**src/logic/dcc_pkg.sv**
```systemverilog
// Constants for the dual comparator control block.
// Assumes a byte-wide register port with small word addresses.
package dcc_pkg;
    // Register addresses on the plain register port
    localparam logic [1:0] ADDR_CTRL = 2'h0; // comparator_control
    localparam logic [1:0] ADDR_IRQ  = 2'h1; // Flag and enable chain
    localparam logic [1:0] ADDR_PDIR = 2'h2; // port_e_direction for output pins
    localparam logic [1:0] ADDR_PRD  = 2'h3; // port_a pin read-back

    // comparator_control field positions
    localparam int CTRL_B_RESULT = 7;
    localparam int CTRL_A_RESULT = 6;
    localparam int CTRL_B_INV    = 5;
    localparam int CTRL_A_INV    = 4;
    localparam int CTRL_ISW      = 3;
    localparam int CTRL_MODE_LO  = 0;
    localparam logic [7:0] CTRL_RESET = 8'h00;
    localparam logic [7:0] CTRL_WMASK = 8'h3f;

    // Flag and enable register field positions
    localparam int IRQ_FLAG   = 0;
    localparam int IRQ_CMP_EN = 1;
    localparam int IRQ_PER_EN = 2;
    localparam int IRQ_GLB_EN = 3;
    localparam int IRQ_PIN_EN = 4;
    localparam logic [4:0] IRQ_RESET = 5'h00;

    // Direction bits reset to input, pins undriven
    localparam logic [1:0] PDIR_RESET = 2'h3;

    // Mode field encodings
    localparam logic [2:0] MODE_RESET = 3'h0;
    localparam logic [2:0] MODE_MUX4  = 3'h6;
    localparam logic [2:0] MODE_OFF   = 3'h7;
endpackage

```
**src/logic/dcc_comparator_ctrl.sv**
```systemverilog
// Control, status and change-detect logic around two analog comparators.
// Assumes raw comparator results arrive asynchronously from the analog side
// and software drives the register port synchronously on sys_clk.
//
// Design decisions made here: the placing of the registers and the address-and-strobe port.
`timescale 1ns/1ns

// Behaviour
// - Second comparator status bit shows raw result, swapped by its invert bit.
// - First comparator status bit shows raw result, swapped by its invert bit.
// - Two writable invert bits flip each comparator polarity; second sits higher.
// - In mode 110, input switch picks first or second pin for negatives.
// - Three-bit mode field in low bits selects one of eight modes.
// - Status bits are read-only; six control bits are read/write.
// - Raw result is high when positive input exceeds negative input.
// - Internal reference feeds both positive inputs only in mode 110.
// - Pin output path carries unsynchronized comparator result when enabled.
// - Port direction bits still gate the pin drivers.
// - Flag sets on any output change, and keeps setting while mismatched.
// - Software clears flag by writing 0; writing 1 sets it.
// - Request reaches processor only with all three enables; flag sets anyway.
// - Any control register read or write ends the mismatch condition.
// - Change coinciding with a control read may fail to set the flag.
// - Active comparator keeps running in sleep; enabled interrupt wakes device.
// - Mode 111 powers both comparators off.
// - Waking from sleep leaves the control register unchanged.
// - Reset returns control register to mode 000, pins analog, comparators off.
// - Port reads of analog-configured pins return 0.
module dcc_comparator_ctrl (
    // Clock and reset
    input  wire logic       sys_clk,
    input  wire logic       rst,
    // Register port
    input  wire logic [1:0] reg_addr,
    input  wire logic [7:0] reg_wdata,
    input  wire logic       reg_wr,
    input  wire logic       reg_rd,
    output logic      [7:0] reg_rdata,
    // Analog side, asynchronous; bit 0 first comparator, bit 1 second
    input  wire logic [1:0] cmp_raw,
    input  wire logic [5:0] port_a_pins,
    output logic      [1:0] cmp_power_on,
    output logic            ref_to_pos,
    output logic            neg_sel_first,
    // Comparator output pins, direction low means driving
    output logic            cmp_a_out_pin,
    output logic            cmp_a_out_pin_oe_n,
    output logic            cmp_b_out_pin,
    output logic            cmp_b_out_pin_oe_n,
    // Interrupt request and sleep wake
    output logic            irq_req,
    output logic            wake_req
);

    logic [5:0] ctrl_r;        // Writable control bits 5:0
    logic [4:0] irq_r;         // Flag, enables, pin output enable
    logic [1:0] pdir_r;        // port_e_direction bits for the two pins
    logic [1:0] sync1_r;
    logic [1:0] sync2_r;
    logic [5:0] pin1_r;
    logic [5:0] pin2_r;
    logic [1:0] last_seen_r;   // Result value seen at last control access
    logic [1:0] status;
    logic       mismatch;
    logic       ctrl_access;
    logic [2:0] mode;
    logic [5:0] analog_mask;
    logic [7:0] rdata_nxt;

    assign mode        = ctrl_r[dcc_pkg::CTRL_MODE_LO +: 3];
    assign ctrl_access = (reg_wr || reg_rd) && (reg_addr == dcc_pkg::ADDR_CTRL);

    // Two-stage synchronizer per comparator result
    genvar gi;
    generate
        for (gi = 0; gi < 2; gi++) begin : g_sync
            always_ff @(posedge sys_clk) begin
                if (rst) begin
                    sync1_r[gi] <= 1'b0;
                    sync2_r[gi] <= 1'b0;
                end else begin
                    sync1_r[gi] <= cmp_raw[gi];
                    sync2_r[gi] <= sync1_r[gi];
                end
            end
            // Raw result is already high for plus above minus
            assign status[gi] = sync2_r[gi] ^ ctrl_r[dcc_pkg::CTRL_A_INV + gi];
        end
    endgenerate

    // Port pin synchronizer, digital read-back only
    always_ff @(posedge sys_clk) begin
        if (rst) begin
            pin1_r <= 6'h00;
            pin2_r <= 6'h00;
        end else begin
            pin1_r <= port_a_pins;
            pin2_r <= pin1_r;
        end
    end

    // Control register; status bits are never stored, so writes miss them
    // Only software writes or reset touch it, so a wake leaves it intact
    always_ff @(posedge sys_clk) begin
        if (rst) begin
            ctrl_r <= dcc_pkg::CTRL_RESET[5:0];
        end else if (reg_wr && reg_addr == dcc_pkg::ADDR_CTRL) begin
            ctrl_r <= reg_wdata[5:0] & dcc_pkg::CTRL_WMASK[5:0];
        end
    end

    // Direction bits for the two output pins
    always_ff @(posedge sys_clk) begin
        if (rst) begin
            pdir_r <= dcc_pkg::PDIR_RESET;
        end else if (reg_wr && reg_addr == dcc_pkg::ADDR_PDIR) begin
            pdir_r <= reg_wdata[1:0];
        end
    end

    // Snapshot taken on any control access ends the mismatch
    always_ff @(posedge sys_clk) begin
        if (rst) begin
            last_seen_r <= 2'h0;
        end else if (ctrl_access) begin
            last_seen_r <= status;
        end
    end

    // A change landing in the access cycle is absorbed by the snapshot
    assign mismatch = (status != last_seen_r) && !ctrl_access;

    // Flag and enables; hardware set wins over a software clear
    always_ff @(posedge sys_clk) begin
        if (rst) begin
            irq_r <= dcc_pkg::IRQ_RESET;
        end else begin
            if (reg_wr && reg_addr == dcc_pkg::ADDR_IRQ) begin
                irq_r <= reg_wdata[4:0];
            end
            if (mismatch) begin
                irq_r[dcc_pkg::IRQ_FLAG] <= 1'b1;
            end
        end
    end

    // Analog side controls follow the mode field
    always_ff @(posedge sys_clk) begin
        if (rst) begin
            cmp_power_on  <= 2'h0;
            ref_to_pos    <= 1'b0;
            neg_sel_first <= 1'b0;
        end else begin
            cmp_power_on  <= (mode == dcc_pkg::MODE_OFF || mode == dcc_pkg::MODE_RESET)
                             ? 2'h0 : 2'h3;
            ref_to_pos    <= (mode == dcc_pkg::MODE_MUX4);
            neg_sel_first <= (mode == dcc_pkg::MODE_MUX4) && ctrl_r[dcc_pkg::CTRL_ISW];
        end
    end

    // Request needs all three enables; wake needs only the comparator enable
    always_ff @(posedge sys_clk) begin
        if (rst) begin
            irq_req  <= 1'b0;
            wake_req <= 1'b0;
        end else begin
            irq_req  <= irq_r[dcc_pkg::IRQ_FLAG] && irq_r[dcc_pkg::IRQ_CMP_EN]
                        && irq_r[dcc_pkg::IRQ_PER_EN] && irq_r[dcc_pkg::IRQ_GLB_EN];
            wake_req <= irq_r[dcc_pkg::IRQ_FLAG] && irq_r[dcc_pkg::IRQ_CMP_EN];
        end
    end

    // Pin path skips the synchronizer on purpose, so it is combinational
    always_comb begin
        if (irq_r[dcc_pkg::IRQ_PIN_EN]) begin
            cmp_a_out_pin = cmp_raw[0] ^ ctrl_r[dcc_pkg::CTRL_A_INV];
            cmp_b_out_pin = cmp_raw[1] ^ ctrl_r[dcc_pkg::CTRL_B_INV];
        end else begin
            cmp_a_out_pin = 1'b0;
            cmp_b_out_pin = 1'b0;
        end
    end
    assign cmp_a_out_pin_oe_n = pdir_r[0];
    assign cmp_b_out_pin_oe_n = pdir_r[1];

    // Comparator pins are analog in every mode except off
    assign analog_mask = (mode == dcc_pkg::MODE_OFF) ? 6'h00 : 6'h3f;

    // Read mux; unmapped space is impossible with two address bits
    always_comb begin
        rdata_nxt = 8'h00;
        case (reg_addr)
            dcc_pkg::ADDR_CTRL: rdata_nxt = {status[1], status[0], ctrl_r};
            dcc_pkg::ADDR_IRQ:  rdata_nxt = {3'h0, irq_r};
            dcc_pkg::ADDR_PDIR: rdata_nxt = {6'h00, pdir_r};
            dcc_pkg::ADDR_PRD:  rdata_nxt = {2'h0, pin2_r & ~analog_mask};
            default:            rdata_nxt = 8'h00;
        endcase
    end

    // Read data stands only in the cycle after the strobe
    always_ff @(posedge sys_clk) begin
        if (rst) begin
            reg_rdata <= 8'h00;
        end else begin
            reg_rdata <= reg_rd ? rdata_nxt : 8'h00;
        end
    end
endmodule

```
**config.mk**
```make
export PLATFORM = sky130hd
export DESIGN_NAME = dcc_comparator_ctrl
export DESIGN_NICKNAME = d
export VERILOG_FILES = /design/src/logic/dcc_pkg.sv /design/src/logic/dcc_comparator_ctrl.sv
export SDC_FILE = /design/constraint.sdc
export NUM_CORES = 1
export LEC_CHECK = 0
export ABC_AREA = 0
export BUFFER_PORTS_ARGS = -buffer_cell sky130_fd_sc_hd__buf_2
export CAP_MARGIN = 20
export CORE_UTILIZATION = 40
export CTS_CLUSTER_SIZE = 20
export DETAILED_ROUTE_END_ITERATION = 10
export MAX_ROUTING_LAYER = met4
export SLEW_MARGIN = 20
export SYNTH_ARGS = -nofsm -noshare
export SYNTH_HDL_FRONTEND = slang
export SYNTH_SLANG_ARGS = --single-unit
```
**constraint.sdc**
```tcl
create_clock -name sys_clk -period 1.09 [get_ports sys_clk]
set_input_delay 0.1635 -clock sys_clk [delete_from_list [all_inputs] [get_ports sys_clk]]
set_output_delay 0.1635 -clock sys_clk [all_outputs]
set_load 0.01 [all_outputs]
```
==> metrics.yaml <==
outcome: "finished, violations left"
violations: "negative setup slack"
syn_nets: 177
n_fill_cell: 349
cp_num_buf_inv: 2
antenna_found_initial: 0
cts_buffers: 5
ys_top_cells_by_area: "dfxtp_1 53%, mux2i_1 9.7%, nor2b_1 6.1%"
drv_slew: 0
synth.largest_area_cell: "dfxtp_1"
multiInputGateArea_um2: 732.0
p_int_mw: 2.405
cp-startpoint: "ctrl_r[5]"
grt_pass1_vias: 1102
rrSetupSlack_ns: -0.12
vias_per_cell: 4.795
worstHoldStart: "port_a_pins[2]"
fin_skew_ns: 0.006207
dpl.cell_count: 243
cp.arrival_ns: 1.13
rsz0062_at_grt: "true"
die_y_um: 66.21
seq_area_um2: 893.4
ctsHtreeMaxLevel: 2
diodes: 0
drc_errors: 0
min_period_ns: 1.296
hold_class: "in2reg"
path_cells: "buf_6 -> xor2_1 -> and2_1 -> buf_2"
wl_mm: 3.088
synth_flop_cell: "dfxtp_1"
routed-via-count: 1218
core_um2: 3799
finalNonFillerCells: 254
synth_seq_cells: 44
clock.fmax_ghz: 0.7713
critical_path_class: "reg2out"
hold_violations: 0
fp.dieArea_um2: 4384
synth_cell_types: 28
ys_async_sr_fraction_pct: 0
startpoint_type: "register"
required_ns: 0.93
ios: 40
nets: 228
end_kind: "output port"
dp_slack_ns: -0.07757
swShare_pct: 22.29
avgSynthCellArea_um2: 10.64
slowest_stage: "dfxtp_4"
area_growth_pct: 30.05
switching_power_mw: 0.6899
clkPwrFrac_pct: 34.9
cp_top_family: "flip-flops"
die_w_um: 66.21
clk_pin_slew_ns: 0.07
maxSlewHeadroom_pct: 74.97
synth_common_cells: "44 x dfxtp_1, 16 x mux2i_1, 16 x nor2b_1"
cts_hold_buf: 0
cts.path.max_buffers: 2
clk_latency_ns: 0.30
cts_tree: "built"
synthCells: 155
drtIter0Drc: 35
grt_pass1_wl_mm: 4.905
gp_congestion: 0.8616
grt.total_usage_pct: 16.12
p_comb_share_pct: 10.3
fin_setup_tns_ns: -0.6382
first_pass_iters: 4
rows: 22
yosysMostFrequentCell: "dfxtp_1"
grt_overflow: 0
grt_max_degree: 20
synth_area_um2: 1649
synth_edf_count: 0
powerDensity_nw_per_um2: 1443
yosysWarnings: 0
maxCapViolCount: 0
total_power_mw: 3.095
ir_drop_mv: 0.8243
reg2reg_from: "ctrl_r[5]"
cp_max_fo: 2
dp.final_hpwl_mm: 2.261
seq_power_share_pct: 54.8
setup_slack_ns: -0.2065
synth_top_area_share_pct: 53.41
period_share_pct: 118.9
seq_area_frac_synth_pct: 53.41
setup_viol: 4
wl_per_cell_um: 12.16
clock_sinks: 44
final_area_um2: 2145
tightest_slew_ns: 0.3754
drive_above_1_share_pct: 39.32
start_util_pct: 43.41
cts-root-buf: "clkbuf_8"
slowest_delay_ns: 0.35
dpl_cell_area_um2: 1947
leakagePower_nw: 0.9687
io_buffers: 37
drtAntennaViolNets: 0
## layer usage
| metal | share of wire, % | routed length (um) | vias up | track usage, % |
|---|---|---|---|---|
| met4 | 2.5 | 77 | 0 | 8.777 |
| met5 | 0 | 0 | - | - |
| met2 | 47 | 1447 | 37 | 25.51 |
| met3 | 5.9 | 181 | 7 | 4.655 |
| met1 | 45 | 1381 | 555 | 18.30 |
| li1 | - | - | 619 | - |
## cell usage in the layout, fill, tap and decap left out, types with 2 or more instances in the layout
master,synthesis,routed
dfxtp_1,44,38
buf_2,2,37
nor2b_1,16,16
mux2i_1,16,16
nor2_1,14,14
buf_4,3,14
clkbuf_8,0,7
nand2b_1,5,5
or2_2,5,5
a21oi_1,5,5
nor3_1,6,5
nand3_1,5,5
dfxtp_2,0,4
buf_6,2,4
and2_1,3,3
a311oi_2,0,3
xor2_1,2,2
nand3b_1,2,2
and3_1,2,2
xnor3_1,2,2
inv_1,2,2
a21o_1,2,2
dfxtp_4,0,2
## cell type report
cell class / count / area share (%)
Clock buffer: 7 / 4.492
Inverter: 2 / 0.3501
Multi-Input combinational cell: 97 / 34.13
Sequential cell: 44 / 41.66
Tap cell: 48 / 2.800
Timing Repair Buffer: 56 / 16.57
## flip-flops by register name, indices dropped and copies added (netlist names)
| name | cells |
|---|---|
| reg_rdata | 8 |
| pin2_r | 6 |
| neg_sel_first | 1 |
| pdir_r | 2 |
| irq_r | 5 |
| cmp_power_on | 1 |
| sync2_r | 2 |
| last_seen_r | 2 |
| sync1_r | 2 |
| wake_req | 1 |
| pin1_r | 6 |
| ctrl_r | 6 |
| ref_to_pos | 1 |
| irq_req | 1 |
## cells by family after synthesis
| logic type | Yosys count | synth area share [%] |
|---|---|---|
| AND/OR/NAND/NOR | 61 | 21.09 |
| flip-flops | 44 | 53.41 |
| multiplexers | 16 | 9.711 |
| AO/OA/AOI/OAI | 14 | 5.993 |
| buffers and inverters | 14 | 4.932 |
| XOR/XNOR | 6 | 4.856 |
## power by group through the flow
stage                     clock [mW]  combinational, mW  sequential, mW
after detailed placement           0              0.293            1.74
after global routing            1.16              0.352            1.70
after CTS                       1.11              0.302            1.70
after global placement             0              0.286            1.74
final                           1.08              0.319            1.70
after floorplan                    0              0.185            1.73
## through the flow
stage                     utilization [%]  hold WS [ns]
after floorplan                         -        0.2917
after global placement              51.25        0.3725
after detailed placement            51.25        0.3776
after CTS                           54.68       0.06757
after global routing                56.46       0.07355
final                               56.46       0.07330
## path summary, 6_finish.rpt
check | cells after the start | end
worst max-delay path | 4 | cmp_b_out_pin
worst min-delay path | 2 | pin1_r[2]
worst max register to register | 5 | irq_r[0]
worst min register to register | 1 | pin2_r[3]
## timing repair
| action | in CTS | in global routing |
|---|---|---|
| endpoints found under the setup margin | 5 | 6 |
| buffers inserted | 2 | 2 |
| resized for setup | 9 | 10 |
| pin swaps | 5 | 2 |
| endpoints found under the hold margin | 0 | 0 |
(Power assumes the default switching activity.)
